`src/inc/wep_params.svh`:
```
// Register offsets, field positions, reset values and timing counts of the wake and power controller.
`ifndef WEP_PARAMS_SVH
`define WEP_PARAMS_SVH

// ----------------------------------------------------------------
// Register byte offsets
// ----------------------------------------------------------------
`define WEP_CTRL_OFS      8'h00
`define WEP_WAKE_EN_OFS   8'h04
`define WEP_STATE_OFS     8'h08
`define WEP_SRC_OFS       8'h0c
`define WEP_IRQ_STAT_OFS  8'h10
`define WEP_IRQ_MASK_OFS  8'h14
`define WEP_FAN_OFS       8'h18

// ----------------------------------------------------------------
// Control register fields
// ----------------------------------------------------------------
`define WEP_CTRL_CMD_LSB    0
`define WEP_CTRL_GO_BIT     2
`define WEP_CTRL_LASTP_BIT  3
`define WEP_CTRL_FORCE_LSB  4
`define WEP_CTRL_LEDDUAL    6

// ----------------------------------------------------------------
// Wake source bit positions (enable, source and status share them)
// ----------------------------------------------------------------
`define WEP_SRC_PWREVT   0
`define WEP_SRC_PCIEWK   1
`define WEP_SRC_USB      2
`define WEP_SRC_KBD      3
`define WEP_SRC_RING     4
`define WEP_SRC_LAN      5
`define WEP_NSRC         6

// ----------------------------------------------------------------
// Reset values
// ----------------------------------------------------------------
`define WEP_WAKE_EN_RST  6'h1f
`define WEP_CTRL_RST     8'h00
`define WEP_FAN_RST      4'hf

// ----------------------------------------------------------------
// Timing
// ----------------------------------------------------------------
`define WEP_CLK_HZ         40000000
`define WEP_PWR_SETTLE_US  100
// Divide first: the plain product of hertz and microseconds overflows a 32-bit integer.
`define WEP_PWR_SETTLE_CYC ((`WEP_CLK_HZ / 1000000) * `WEP_PWR_SETTLE_US)

`endif

```
`src/inc/wep_pkg.sv`:
```
// Types of the wake and power controller.
package wep_pkg;

	// ----------------------------------------------------------------
	// System sleep states
	// ----------------------------------------------------------------
	typedef enum logic [2:0] {
		WEP_S0,
		WEP_S3,
		WEP_S4,
		WEP_S5,
		WEP_WAKING,
		WEP_SLEEPING
	} wep_state_t;

	// ----------------------------------------------------------------
	// Software sleep commands
	// ----------------------------------------------------------------
	typedef enum logic [1:0] {
		WEP_CMD_S3,
		WEP_CMD_S4,
		WEP_CMD_S5,
		WEP_CMD_NONE
	} wep_cmd_t;

endpackage : wep_pkg

```
`src/rtl/wep_ctrl.sv`:
```
// Sleep and wake sequencer with power supply, fan and indicator control.
`timescale 1ns/1ps
`include "wep_params.svh"
// ----------------------------------------------------------------
// ----------------------------------------------------------------
module wep_ctrl #(
	parameter int NFAN       = 4,
	parameter int SETTLE_CYC = `WEP_PWR_SETTLE_CYC
) (
	// Clock and reset
	input  wire logic              sys_clk_i,
	input  wire logic              rst_n_i,
	// Wishbone slave
	input  wire logic              wb_cyc_i,
	input  wire logic              wb_stb_i,
	input  wire logic              wb_we_i,
	input  wire logic [7:0]        wb_adr_i,
	input  wire logic [3:0]        wb_sel_i,
	input  wire logic [31:0]       wb_dat_i,
	output logic      [31:0]       wb_dat_o,
	output logic                   wb_ack_o,
	// Wake inputs, active low lines and active high activity
	input  wire logic              pwr_event_n_i,
	input  wire logic              pcie_wake_n_i,
	input  wire logic              usb_activity_i,
	input  wire logic              kbd_activity_i,
	input  wire logic              ring_detect_i,
	input  wire logic              modem_irq_unmasked_i,
	input  wire logic              lan_wake_n_i,
	// AC presence and stored power state
	input  wire logic              ac_present_i,
	input  wire logic              last_on_i,
	// Fans
	input  wire logic [NFAN-1:0]   fan_tach_i,
	output logic      [NFAN-1:0]   fan_on_o,
	// Supply, indicator and interrupt
	output logic                   supply_on_o,
	output logic                   led_green_o,
	output logic                   led_amber_o,
	output logic                   last_on_o,
	output logic                   irq_o
);

	// ----------------------------------------------------------------
	// Synchronisers
	// ----------------------------------------------------------------
	logic [`WEP_NSRC-1:0] raw_wake;
	logic [`WEP_NSRC-1:0] sync1;
	logic [`WEP_NSRC-1:0] sync2;
	logic [1:0]           ac_sync;
	logic [NFAN-1:0]      tach1;
	logic [NFAN-1:0]      tach2;
	logic [NFAN-1:0]      tach3;

	assign raw_wake = {~lan_wake_n_i, ring_detect_i & modem_irq_unmasked_i, kbd_activity_i,
		usb_activity_i, ~pcie_wake_n_i, ~pwr_event_n_i};

	always_ff @(posedge sys_clk_i)
	begin
		if (!rst_n_i)
		begin
			sync1   <= '0;
			sync2   <= '0;
			ac_sync <= 2'h0;
		end
		else
		begin
			sync1   <= raw_wake;
			sync2   <= sync1;
			ac_sync <= {ac_sync[0], ac_present_i};
		end
	end

	// ----------------------------------------------------------------
	// Registers
	// ----------------------------------------------------------------
	wep_pkg::wep_state_t  state;
	wep_pkg::wep_state_t  next_state;
	wep_pkg::wep_state_t  target;
	logic [7:0]           ctrl;
	logic [`WEP_NSRC-1:0] wake_en;
	logic [`WEP_NSRC-1:0] src_flag;
	logic [`WEP_NSRC-1:0] irq_stat;
	logic [`WEP_NSRC-1:0] irq_mask;
	logic [NFAN-1:0]      fan_allow;
	logic [NFAN-1:0]      tach_seen;
	logic [31:0]          settle;
	logic                 saved_on;
	logic                 ac_was;
	logic                 cmd_go;
	logic                 wr;
	logic                 rd;
	logic [`WEP_NSRC-1:0] elig;
	logic [`WEP_NSRC-1:0] hits;
	logic                 wake;
	logic                 asleep;

	assign wr = wb_cyc_i & wb_stb_i & wb_we_i & ~wb_ack_o & wb_sel_i[0];
	assign rd = wb_cyc_i & wb_stb_i & ~wb_we_i & ~wb_ack_o;
	assign cmd_go = wr && wb_adr_i == `WEP_CTRL_OFS && wb_dat_i[`WEP_CTRL_GO_BIT];

	// ----------------------------------------------------------------
	// Wake qualification by state
	// ----------------------------------------------------------------
	always_comb
	begin
		elig = '0;
		case (state)
			wep_pkg::WEP_S3:
			begin
				elig = '1;
			end
			wep_pkg::WEP_S4:
			begin
				elig[`WEP_SRC_PWREVT] = 1'b1;
				elig[`WEP_SRC_PCIEWK] = 1'b1;
				elig[`WEP_SRC_LAN]    = 1'b1;
			end
			wep_pkg::WEP_S5:
			begin
				elig[`WEP_SRC_PWREVT] = wake_en[`WEP_SRC_LAN + 0] & wake_en[`WEP_SRC_PWREVT];
				elig[`WEP_SRC_PCIEWK] = 1'b1;
				elig[`WEP_SRC_LAN]    = wake_en[`WEP_SRC_LAN];
			end
			default:
			begin
				elig = '0;
			end
		endcase
	end

	// The express wake line ignores its enable bit; it has no off switch.
	assign hits = sync2 & elig & (wake_en | (`WEP_NSRC'(1) << `WEP_SRC_PCIEWK));
	assign wake = |hits;
	assign asleep = state == wep_pkg::WEP_S3 || state == wep_pkg::WEP_S4 || state == wep_pkg::WEP_S5;

	// ----------------------------------------------------------------
	// State machine
	// ----------------------------------------------------------------
	always_comb
	begin
		next_state = state;
		case (state)
			wep_pkg::WEP_S0:
				if (cmd_go && wb_dat_i[1:0] != 2'(wep_pkg::WEP_CMD_NONE))
					next_state = wep_pkg::WEP_SLEEPING;
			wep_pkg::WEP_S3, wep_pkg::WEP_S4, wep_pkg::WEP_S5:
				if (wake)
					next_state = wep_pkg::WEP_WAKING;
			wep_pkg::WEP_WAKING:
				if (settle == 32'h0)
					next_state = wep_pkg::WEP_S0;
			wep_pkg::WEP_SLEEPING:
				next_state = target;
			default:
				next_state = wep_pkg::WEP_S5;
		endcase
		// Power return: stored on/off, unless software forced a response.
		// Decided here so that the supply and indicator registers follow the real next state.
		if (ac_sync[1] && !ac_was)
		begin
			case (ctrl[`WEP_CTRL_FORCE_LSB +: 2])
				2'h1:    next_state = wep_pkg::WEP_WAKING;
				2'h2:    next_state = wep_pkg::WEP_S5;
				default: next_state = saved_on ? wep_pkg::WEP_WAKING : wep_pkg::WEP_S5;
			endcase
		end
	end

	always_ff @(posedge sys_clk_i)
	begin
		if (!rst_n_i)
		begin
			state  <= wep_pkg::WEP_S5;
			target <= wep_pkg::WEP_S5;
			ac_was <= 1'b0;
		end
		else
		begin
			ac_was <= ac_sync[1];
			state  <= next_state;
			if (cmd_go)
			begin
				case (wb_dat_i[1:0])
					2'(wep_pkg::WEP_CMD_S3): target <= wep_pkg::WEP_S3;
					2'(wep_pkg::WEP_CMD_S4): target <= wep_pkg::WEP_S4;
					default:                  target <= wep_pkg::WEP_S5;
				endcase
			end
		end
	end

	// Settle count gives the rails time before the working state is reported.
	always_ff @(posedge sys_clk_i)
	begin
		if (!rst_n_i)
			settle <= 32'h0;
		else if (state != wep_pkg::WEP_WAKING)
			settle <= 32'(SETTLE_CYC);
		else if (settle != 32'h0)
			settle <= settle - 32'h1;
	end

	// Last power state; the stored input, or the LASTP control bit, seeds it while in S5 without AC.
	always_ff @(posedge sys_clk_i)
	begin
		if (!rst_n_i)
			saved_on <= 1'b0;
		else if (!ac_sync[1] && ac_was)
			saved_on <= saved_on;
		else if (state == wep_pkg::WEP_S0)
			saved_on <= 1'b1;
		else if (state == wep_pkg::WEP_SLEEPING)
			saved_on <= 1'b0;
		else if (state == wep_pkg::WEP_S5 && !ac_sync[1])
			saved_on <= last_on_i | ctrl[`WEP_CTRL_LASTP_BIT];
	end

	// ----------------------------------------------------------------
	// Software registers
	// ----------------------------------------------------------------
	always_ff @(posedge sys_clk_i)
	begin
		if (!rst_n_i)
		begin
			ctrl      <= `WEP_CTRL_RST;
			wake_en   <= `WEP_WAKE_EN_RST;
			irq_mask  <= '0;
			fan_allow <= NFAN'(`WEP_FAN_RST);
		end
		else if (wr)
		begin
			case (wb_adr_i)
				`WEP_CTRL_OFS:     ctrl      <= wb_dat_i[7:0] & 8'hfb;
				`WEP_WAKE_EN_OFS:  wake_en   <= wb_dat_i[`WEP_NSRC-1:0];
				`WEP_IRQ_MASK_OFS: irq_mask  <= wb_dat_i[`WEP_NSRC-1:0];
				`WEP_FAN_OFS:      fan_allow <= wb_dat_i[NFAN-1:0];
				default:           ctrl      <= ctrl;
			endcase
		end
	end

	// Source record and interrupt status: a new wake beats a clearing write (source) or read (status).
	always_ff @(posedge sys_clk_i)
	begin
		if (!rst_n_i)
		begin
			src_flag <= '0;
			irq_stat <= '0;
		end
		else
		begin
			if (wr && wb_adr_i == `WEP_SRC_OFS)
				src_flag <= (src_flag & ~wb_dat_i[`WEP_NSRC-1:0]) | (asleep ? hits : '0);
			else if (asleep)
				src_flag <= src_flag | hits;
			if (rd && wb_adr_i == `WEP_IRQ_STAT_OFS)
				irq_stat <= asleep ? hits : '0;
			else if (asleep)
				irq_stat <= irq_stat | hits;
		end
	end

	// ----------------------------------------------------------------
	// Fan tachometer monitor
	// ----------------------------------------------------------------
	genvar gi;
	generate
		for (gi = 0; gi < NFAN; gi++)
		begin : g_fan
			always_ff @(posedge sys_clk_i)
			begin
				if (!rst_n_i)
				begin
					tach1[gi]     <= 1'b0;
					tach2[gi]     <= 1'b0;
					tach3[gi]     <= 1'b0;
					tach_seen[gi] <= 1'b0;
				end
				else
				begin
					tach1[gi] <= fan_tach_i[gi];
					tach2[gi] <= tach1[gi];
					tach3[gi] <= tach2[gi];
					if (rd && wb_adr_i == `WEP_FAN_OFS)
						tach_seen[gi] <= tach2[gi] & ~tach3[gi];
					else if (tach2[gi] & ~tach3[gi])
						tach_seen[gi] <= 1'b1;
				end
			end
			assign fan_on_o[gi] = (state == wep_pkg::WEP_S0) & fan_allow[gi];
		end
	endgenerate

	// ----------------------------------------------------------------
	// Outputs
	// ----------------------------------------------------------------
	always_ff @(posedge sys_clk_i)
	begin
		if (!rst_n_i)
		begin
			supply_on_o <= 1'b0;
			led_green_o <= 1'b0;
			led_amber_o <= 1'b0;
		end
		else
		begin
			supply_on_o <= next_state == wep_pkg::WEP_S0 || next_state == wep_pkg::WEP_WAKING;
			led_green_o <= next_state == wep_pkg::WEP_S0;
			led_amber_o <= next_state == wep_pkg::WEP_S3 && ctrl[`WEP_CTRL_LEDDUAL];
		end
	end

	assign last_on_o = saved_on;
	assign irq_o     = |(irq_stat & irq_mask);

	// ----------------------------------------------------------------
	// Bus answer
	// ----------------------------------------------------------------
	always_ff @(posedge sys_clk_i)
	begin
		if (!rst_n_i)
		begin
			wb_ack_o <= 1'b0;
			wb_dat_o <= 32'h0;
		end
		else
		begin
			wb_ack_o <= wb_cyc_i & wb_stb_i & ~wb_ack_o;
			if (rd)
			begin
				case (wb_adr_i)
					`WEP_CTRL_OFS:     wb_dat_o <= {24'h0, ctrl};
					`WEP_WAKE_EN_OFS:  wb_dat_o <= 32'(wake_en);
					`WEP_STATE_OFS:    wb_dat_o <= {29'h0, state};
					`WEP_SRC_OFS:      wb_dat_o <= 32'(src_flag);
					`WEP_IRQ_STAT_OFS: wb_dat_o <= 32'(irq_stat);
					`WEP_IRQ_MASK_OFS: wb_dat_o <= 32'(irq_mask);
					`WEP_FAN_OFS:      wb_dat_o <= {16'h0, 8'(tach_seen), 8'(fan_allow)};
					default:           wb_dat_o <= 32'h0;
				endcase
			end
		end
	end

endmodule : wep_ctrl

```
`config.mk`:
```
export PLATFORM = sky130hd
export DESIGN_NAME = wep_ctrl
export DESIGN_NICKNAME = d
export VERILOG_FILES = /design/src/inc/wep_pkg.sv /design/src/rtl/wep_ctrl.sv
export VERILOG_INCLUDE_DIRS = /design/src /design/src/inc
export SDC_FILE = /design/constraint.sdc
export NUM_CORES = 1
export LEC_CHECK = 0
export BUFFER_PORTS_ARGS = -buffer_cell sky130_fd_sc_hd__buf_4
export CORE_MARGIN = 2
export CORE_UTILIZATION = 45
export CTS_CLUSTER_SIZE = 20
export DETAILED_ROUTE_END_ITERATION = 8
export PLACE_DENSITY = 0.67
export SYNTH_ARGS = -nofsm -noshare
export SYNTH_HDL_FRONTEND = slang
export SYNTH_SLANG_ARGS = --single-unit
```
`constraint.sdc`:
```
create_clock -name sys_clk_i -period 2.7 [get_ports sys_clk_i]
set_input_delay 0.27 -clock sys_clk_i [delete_from_list [all_inputs] [get_ports sys_clk_i]]
set_output_delay 0.27 -clock sys_clk_i [all_outputs]
set_load 0.01 [all_outputs]
```
### Word-level counts from Yosys, hierarchy flattened

Cells that the tools add are included.
Widths: inputs -> output; s select.

| storage, ports and cells | value |
|---|---|
| bits in registers | 141 |
| input bits | 62 |
| output and inout port bits | 42 |
| word-level logic and storage cells | 161 |

| cells by class | value |
|---|---|
| add/subtract/negate cells | 1 |
| eq/ne operators | 18 |
| multiplexer cells | 30 |
| bitwise logic cells | 37 |
| reductions and logical operators | 39 |

Operators by type and width:

| kind | count |
|---|---|
| $pmux 12 s7 | 1 |
| $logic_not 32->1 | 1 |
| $reduce_bool 32->1 | 1 |
| $sub 32x1->32 const B | 1 |
| $mux 6 | 5 |
| $and 6x6->6 | 4 |
| $eq 8x5->1 const B | 3 |
| $mux 12 | 2 |
| $mux 3 | 6 |
| $or 6x6->6 | 3 |
| $and 1x1->1 | 17 |
| $eq 8x4->1 const B | 2 |
| $reduce_bool 2->1 | 7 |
| $pmux 3 s4 | 1 |
| $reduce_or 6->1 | 2 |
| $mux 1 | 11 |
| $not 1->1 | 11 |
| $logic_and 1x1->1 | 10 |
| $reduce_and 2->1 | 5 |
| $eq 3x3->1 const B | 3 |
| $eq 8x3->1 const B | 1 |
| $logic_not 8->1 | 1 |
| $pmux 2 s2 | 2 |
| $eq 3x1->1 const B | 2 |
| other kinds (16) | 23 |

### Longest topological paths before layout

Gate-level depths: netlist of the first run.

| logic depth | value |
|---|---|
| word-level depth | 12 |
| mapped depth | 9 |
| mapped depth without buffers | 7 |

### Worst setup path after synthesis of the first run

No wires, ideal clock.

| timing path | value |
|---|---|
| path type | input -> register |
| from | input wb_adr_i[0] |
| to | register src_flag[1] |
| arrival time | 2136 ps |
| required time | 2585 ps |
| path slack | 450 ps |
| stages | 6 |
| path through | or4_1 > or4b_1 > clkbuf_1 > nor3_1 > a21boi_0 > o21a_1 |

| between the ends | value |
|---|---|
| word-level cells in the longest chain between the ends | 3 |
| elaborated cells on any way between the ends | 4 |

RTL lines:

| element | RTL line | RTL |
|---|---|---|
| start: declaration | wep_ctrl.sv:17 | `input wire logic [7:0] wb_adr_i,` |
| $eq 8x4->1 * | - |  |
| $logic_and 1x1->1 (no line) * | - |  |
| $mux 6 / $reduce_bool 2->1 (equally long branches) | - |  |
| end signal: assignment | wep_ctrl.sv:254 | `` src_flag <= (src_flag & ~wb_dat_i[`WEP_NSRC-1:0]) \| (asleep ? hits : '0); `` |
| end signal: assignment | wep_ctrl.sv:256 | `src_flag <= src_flag \| hits;` |
| end: declaration | wep_ctrl.sv:82 | `` logic [`WEP_NSRC-1:0] src_flag; `` |

Mark *: on every way between the ends. The rest lies on a longest branch, timed or not.
A chain may end at the register's enable or synchronous reset.

### Final worst setup path of the first run

| timing path | value |
|---|---|
| from | register settle[12] |
| to | register led_amber_o |

| between the ends | value |
|---|---|
| word-level cells in the longest chain between the ends | 6 |

RTL lines:

| element | RTL line | RTL |
|---|---|---|
| start: declaration | wep_ctrl.sv:87 | `logic [31:0] settle;` |
| start signal: assignment | wep_ctrl.sv:199 | `settle <= 32'(SETTLE_CYC);` |
| start signal: assignment | wep_ctrl.sv:201 | `settle <= settle - 32'h1;` |
| $logic_not 32->1 | wep_ctrl.sv:151 | `if (settle == 32'h0)` |
| $mux 3 | wep_ctrl.sv:151 |  |
| $pmux 3 s4 | wep_ctrl.sv:143 | `case (state)` |
| $mux 3 | wep_ctrl.sv:160 | `if (ac_sync[1] && !ac_was)` |
| $eq 3x1->1 | wep_ctrl.sv:310 | `` led_amber_o <= next_state == wep_pkg::WEP_S3 && ctrl[`WEP_CTRL_LEDDUAL]; `` |
| $logic_and 1x1->1 | wep_ctrl.sv:310 |  |
| end signal: assignment | wep_ctrl.sv:310 |  |
| end: declaration | wep_ctrl.sv:39 | `output logic led_amber_o,` |

Every way passes these cells.

==> qor.yml, run 1 <==
grt_pass1_wl_um: 22000
die_y_um: 114
internal_power_mw: 3.30
dr.pass1.iters: 5
ys_types: 66
wl_per_cell_um: 16.0
criticalPathCategory: "flip-flop to flip-flop"
yosys_warnings: 0
final_nets: 756
hold_viol: 0
cts_tree: "built"
crit_path_start_kind: "flip-flop"
sw_frac_of_total_pct: 23.0
grt_max_degree: 54
fmax_ghz: 0.407
sequentialPowerShare_pct: 43.0
wl_um: 13600
vias: 4785
coreArea_um2: 11900
gp_congestion: 0.879
period_share_pct: 91.0
avgSynthCellArea_um2: 8.58
grt_pass1_vias: 4366
grt_usage_pct: 21.6
async_flop_share_pct: 0
vdd.ir_drop.worst_mv: 0.533
comb_power_share_pct: 6.3
synthesis.area_um2: 5460
end_kind: "flip-flop"
status: "finished clean"
ios: 104
cts-root-buf: "clkbuf_16"
std_cell_rows: 40
p_switching_mw: 0.984
slew_violations: 0
clock_skew_ns: 0.00522
cts_buffers: 17
cts.repair.resized: 0
ys_seq_elements: 120
r2r_start: "settle[12]$_SDFFE_PP0P_"
drive_gt1_share_pct: 16.6
antenna_found_initial: 0
worstHoldStart: "kbd_activity_i"
setup-violations-final: 0
hold_path_class: "primary input to flip-flop"
syn_inst: 637
clkPwrFrac_pct: 50.7
die_w_um: 114
power.density_nw_per_um2: 654
arrival_ns: 2.81
worstPathRequired_ns: 3.06
port_buffers: 56
syn_to_final_growth_pct: 19.9
leakagePower_nw: 2.66
drc: 0
cp-startpoint: "settle[12]$_SDFFE_PP0P_"
maxCapViolCount: 0
slew_headroom_pct: 35.9
synth_edf_count: 0
grt.overflow.total: 0
drt_iter0_drc: 522
seq_area_frac_synth_pct: 44.0
clkLatencyLatePin_ns: 0.42
crit_fanout: 9
tightestPinTransition_ns: 0.938
period_needed_ns: 2.46
tns_ns: 0
initial_core_util_pct: 45.9
antenna_cells: 0
vias_per_cell: 5.63
dp_hpwl_um: 9460
clock_path_buffers: 2
holdWs_ns: 0.0583
ys.flop_type: "dfxtp_1"
ant_nets: 0
path_clk_slew_ns: 0.05
rsz0062_at_grt: "false"
h-tree-depth: 4
die_area_um2: 13000
cts_sinks: 120
## cells by family (layout without fill, tap and decap cells)
| logic type | after synthesis | after routing | synth area share, % |
|---|---|---|---|
| simple gates | 275 | 275 | 27.0 |
| compound gates | 138 | 138 | 16.6 |
| flops | 120 | 120 | 44.0 |
| buf+inv | 70 | 117 | 6.43 |
| mux | 19 | 19 | 3.53 |
| xor+xnor | 11 | 11 | 1.76 |
| fa+ha+maj | 3 | 3 | 0.687 |
| other cells | 1 | 20 | 0.0686 |
## through the flow
| stage | total power, mW | instances | utilization, % | area, µm² | worst slack [ns] |
|---|---|---|---|---|---|
| floorplan | 2.06 | 656 | - | 5540 | 0.450 |
| global route | 4.44 | 850 | 55.0 | 6550 | 0.100 |
| finish | 4.28 | 850 | 55.0 | 6550 | 0.244 |
| global placement | 2.14 | 816 | 50.0 | 5950 | 0.234 |
| detailed placement | 2.14 | 816 | 50.0 | 5950 | 0.206 |
| CTS | 4.32 | 850 | 55.0 | 6550 | 0.260 |
## power groups by stage
stage	Clock (mW)	Combinational [mW]	Sequential (mW)
2_1_floorplan	0	0.188	1.87
3_5_place_dp	0	0.264	1.88
6_report	2.17	0.270	1.84
3_3_place_gp	0	0.259	1.88
5_1_grt	2.30	0.298	1.85
4_1_cts	2.21	0.269	1.84
## sequential cells by signal, summed over array words and instances (netlist names), 6 cells and up
| name | count |
|---|---|
| irq_stat | 6 |
| ctrl | 7 |
| irq_mask | 6 |
| settle | 32 |
| sync2 | 6 |
| sync1 | 6 |
| src_flag | 6 |
| wake_en | 6 |
| wb_dat_o | 12 |
## cell usage after synthesis (3+ instances only)
master | number | area share [%]
dfxtp_1 | 120 | 44
nand2_1 | 59 | 4.1
nor2_1 | 54 | 3.7
a21oi_1 | 47 | 4.3
nand3_1 | 39 | 3.6
clkbuf_1 | 31 | 2.1
and2_1 | 29 | 3.3
buf_4 | 21 | 2.9
mux2i_1 | 17 | 3.1
o21ai_0 | 16 | 1.5
a31oi_1 | 13 | 1.5
or4_1 | 13 | 1.8
inv_1 | 12 | 0.82
nor4_1 | 12 | 1.4
nor3_1 | 10 | 0.92
o31ai_1 | 10 | 1.4
and3_1 | 9 | 1.0
nand2b_1 | 8 | 0.92
nor2b_1 | 7 | 0.80
a21boi_0 | 6 | 0.82
o21a_1 | 6 | 0.82
or3_1 | 6 | 0.69
xnor2_1 | 6 | 0.96
a2111oi_0 | 5 | 0.80
nand4_1 | 5 | 0.57
xor2_1 | 5 | 0.80
a211oi_1 | 4 | 0.55
a221oi_1 | 4 | 0.64
a22oi_1 | 4 | 0.55
a31o_2 | 4 | 0.64
nor3b_1 | 4 | 0.55
and4b_1 | 3 | 0.55
buf_1 | 3 | 0.21
ha_1 | 3 | 0.69
nor4b_1 | 3 | 0.48
o31a_1 | 3 | 0.48
## final timing paths
path              slack, ns  cells past startpoint                        end
setup reg to reg       0.24                      5     led_amber_o$_SDFF_PN0_
hold reg to reg        0.41                      1  tach_seen[3]$_SDFFE_PN0P_
hold / removal         0.06                      2        sync1[3]$_SDFF_PN0_
setup / recovery       0.24                      5     led_amber_o$_SDFF_PN0_
## layout make-up
cell class | instances | area [µm²]
Fill cell | 1071 | 5360
Multi-Input combinational cell | 466 | 2790
Sequential cell | 120 | 2400
Timing Repair Buffer | 74 | 563
Clock buffer | 19 | 443
Tap cell | 147 | 184
Clock inverter | 12 | 129
Inverter | 12 | 45.0
## layer usage
layer | wire, µm | global-route usage [%] | up-vias
li1 | - | - | 2370
met2 | 6300 | 34.0 | 159
met5 | 0 | 0 | -
met4 | 196 | 6.75 | 0
met3 | 735 | 6.78 | 19
met1 | 6340 | 28.3 | 2237
## critical path, cell delays in order (launching register included)
cell	delay, ns
dfxtp_1	0.36
or4_4	0.60
or2_1	0.37
or3_1	0.53
a211oi_2	0.33
and4b_1	0.22
## cells in the final DEF (no fill, tap or decap), drive strengths merged, types with 16 or more instances in the layout
cell	count
conb	20
nand2	59
and2	29
o21ai	16
mux2i	17
dfxtp	120
clkbuf	19
a21oi	47
nand3	39
buf	71
nor2	54
## timing repair
| item | in CTS | in global routing |
|---|---|---|
| hold buffers | 3 | 0 |
| hold endpoints to repair | 3 | 0 |
| setup buffers | 0 | 0 |
Note: power is estimated with default switching activity, not from simulation.
==> inputs of run 2 (changes only) <==
--- a/config.mk
+++ b/config.mk
@@ -7,6 +7,7 @@
 export NUM_CORES = 1
 export LEC_CHECK = 0
 export BUFFER_PORTS_ARGS = -buffer_cell sky130_fd_sc_hd__buf_4
+export CORE_ASPECT_RATIO = 0.5
 export CORE_MARGIN = 2
 export CORE_UTILIZATION = 45
 export CTS_CLUSTER_SIZE = 20
==> run 2 against run 1 <==
Effect of this change: cell count increased by 3.4%; sequential share of layout area decreased by 0.42 points; non-clock buffer count increased by 10; sequential power about the same; die area increased by 0.41%.
==> qor.yml, run 2 (same netlist as run 1, synthesis figures left out) <==
fin_area_um2: 6630  # +1.2%
grt_usage_pct: 21.3  # -0.21 points
antenna_cells: 0  # unchanged
hold_path_end: "tach1[3]$_SDFF_PN0_"
nFillCells: 1088  # +1.6%
die_w_um: 160  # +40%
tightestPinTransition_ns: 0.673  # -0.265 ns
gp_congestion: 0.884  # +0.50%
setup-violations-final: 0  # unchanged
path_clk_slew_ns: 0.06  # about the same
power.density_nw_per_um2: 633  # -3.1%
std_cell_rows: 28  # -30%
r2r_start: "settle[0]$_SDFFE_PP0P_"
hold_path_class: "primary input to flip-flop"
worst_path_largest_cell_delay_ns: 0.57  # -0.03 ns
drive_gt1_share_pct: 18.1  # +1.4 points
grt_pass1_vias: 4354  # -0.27%
largest-register: "settle"
status: "finished clean"
holdWs_ns: 0.0556  # -0.00272 ns
largest_reg_flops: 32  # unchanged
clkLatencyLatePin_ns: 0.42  # about the same
wl_per_cell_um: 15.2  # -4.7%
cts_sinks: 120  # unchanged
reg2reg_depth: 7  # +2
port_buffers: 56  # unchanged
mostFrequentLayoutCells: "120 x dfxtp_1, 81 x buf_4, 59 x nand2_1, 54 x nor2_1, 47 x a21oi_1"
clock_skew_ns: 0.00850  # +0.00328 ns
period_needed_ns: 2.44  # -0.0145 ns
die_area_um2: 13100  # +0.41%
final_core_util_pct: 56.0  # +0.97 points
criticalPathCategory: "flip-flop to flip-flop"
end_kind: "flip-flop"
path_cells: "inv_1 -> ha_1 -> nor4b_1 -> nand4_1 -> or3_1 -> a211oi_2 -> and4b_1"
vdd.ir_drop.worst_mv: 0.379  # -29%
crit_path_start_kind: "flip-flop"
drc: 0  # unchanged
ios: 104  # unchanged
die_y_um: 81.9  # -28%
largestRegisters: "settle (32), wb_dat_o (12), ctrl (7)"
vias_per_cell: 5.50  # -2.3%
drt_iter0_drc: 342  # -34%
rsz0062_at_grt: "false"
wl_um: 13400  # -1.5%
slew_violations: 0  # unchanged
syn_to_final_growth_pct: 21.3
dp_hpwl_um: 9260  # -2.1%
cts_buffers: 17  # unchanged
crit_fanout: 5  # -4
layout_commonest_cell: "dfxtp_1"
leakagePower_nw: 2.70  # +1.3%
final_nets: 766  # +1.3%
vias: 4832  # +0.98%
worst_path_max_delay_cell: "or3_1"
arrival_ns: 2.80  # about the same
antenna_found_initial: 0  # unchanged
hold_viol: 0  # unchanged
maxCapViolCount: 0  # unchanged
cts-root-buf: "clkbuf_16"
grt_pass1_wl_um: 21900  # -0.22%
coreArea_um2: 11800  # -0.59%
tns_ns: 0  # unchanged
h-tree-depth: 4  # unchanged
placed_area_um2: 6050  # +1.6%
r2r_setup_slack_ns: 0.26  # about the same
worstPathRequired_ns: 3.06  # about the same
grt.overflow.total: 0  # unchanged
clock_path_buffers: 2  # unchanged
ant_nets: 0  # unchanged
fmax_ghz: 0.410  # +0.60%
r2r_end: "led_amber_o$_SDFF_PN0_"
slew_headroom_pct: 54.0  # +18 points
worstHoldStart: "fan_tach_i[3]"
cts_tree: "built"
period_share_pct: 90.4  # -0.54 points
hold_depth: 2  # unchanged
initial_core_util_pct: 46.1  # +0.27 points
dr.pass1.iters: 5  # unchanged
grt_max_degree: 45  # -17%
[run 2: cell count changes in the layout (fill, tap and decap cells not counted), sizes merged]
cell	delta
buf	+10
bufinv	-2
clkinv	-1
clkinvlp	+1
inv	+3
[run 2: per-stage QoR]
stage | instances | setup slack [ns] | total power, mW
finish | 879 | 0.258 | 4.20
detailed placement | 844 | 0.264 | 2.15
CTS | 879 | 0.274 | 4.23
global placement | 844 | 0.277 | 2.14
global route | 879 | 0.0780 | 4.35
floorplan | 656 | 0.450 | 2.06
[run 2: area by class of cell]
cell class	instances	area (µm²)	share of cell area [%]
clock buffers	19	453	6.83
clock inverters	13	97.6	1.47
well taps	165	206	3.11
multi-input cells	466	2790	42.0
repair buffers	84	638	9.62
inverters	12	45.0	0.679
flip-flops and latches	120	2400	36.2
[run 2: routing by layer]
metal | track usage, % | up-vias | part of all wire (%)
met4 | 9.55 | 0 | 2.1
met2 | 34.3 | 167 | 45
li1 | - | 2388 | -
met1 | 28.0 | 2251 | 47
met5 | 0 | - | 0
met3 | 4.85 | 26 | 6.0
[run 2: worst max-delay path, delay by kind of cell, from the launching register on]
| family | cells | cell delay (ns) |
|---|---|---|
| AOI/OAI and AO/OA | 1 | 0.34 |
| and+or+nand+nor | 4 | 1.44 |
| buffers and inverters | 1 | 0.07 |
| adders and majority gates | 1 | 0.19 |
| DFF | 1 | 0.34 |
[run 2: how the worst max path moves through the flow]
| stage | start | endpoint | slack, ns | cells past startpoint |
|---|---|---|---|---|
| 3_5_place_dp | wb_adr_i[0] | wake_en[1]$_SDFFE_PN1P_ | 0.26 | 7 |
| 6_report | settle[0]$_SDFFE_PP0P_ | led_amber_o$_SDFF_PN0_ | 0.26 | 7 |
| 3_3_place_gp | wb_adr_i[0] | wake_en[3]$_SDFFE_PN1P_ | 0.28 | 7 |
| 4_1_cts | settle[0]$_SDFFE_PP0P_ | led_amber_o$_SDFF_PN0_ | 0.27 | 7 |
| 2_1_floorplan | wb_adr_i[0] | src_flag[1]$_SDFFE_PN0P_ | 0.45 | 6 |
| 5_1_grt | settle[0]$_SDFFE_PP0P_ | led_amber_o$_SDFF_PN0_ | 0.08 | 7 |
[run 2: timing repair]
action | 4_1_cts | 5_1_grt
buffers inserted | 0 | 0
resized for setup | 0 | 0
hold buffers | 3 | 0
endpoints found under the hold margin | 3 | 0
[run 2: power breakdown]
group | leakage, nW | switching (mW) | internal [mW]
Combinational | 1.46 | 0.163 | 0.121
Sequential | 0.976 | 0.0231 | 1.81
Clock | 0.262 | 0.852 | 1.23
Total | 2.70 | 1.04 | 3.16
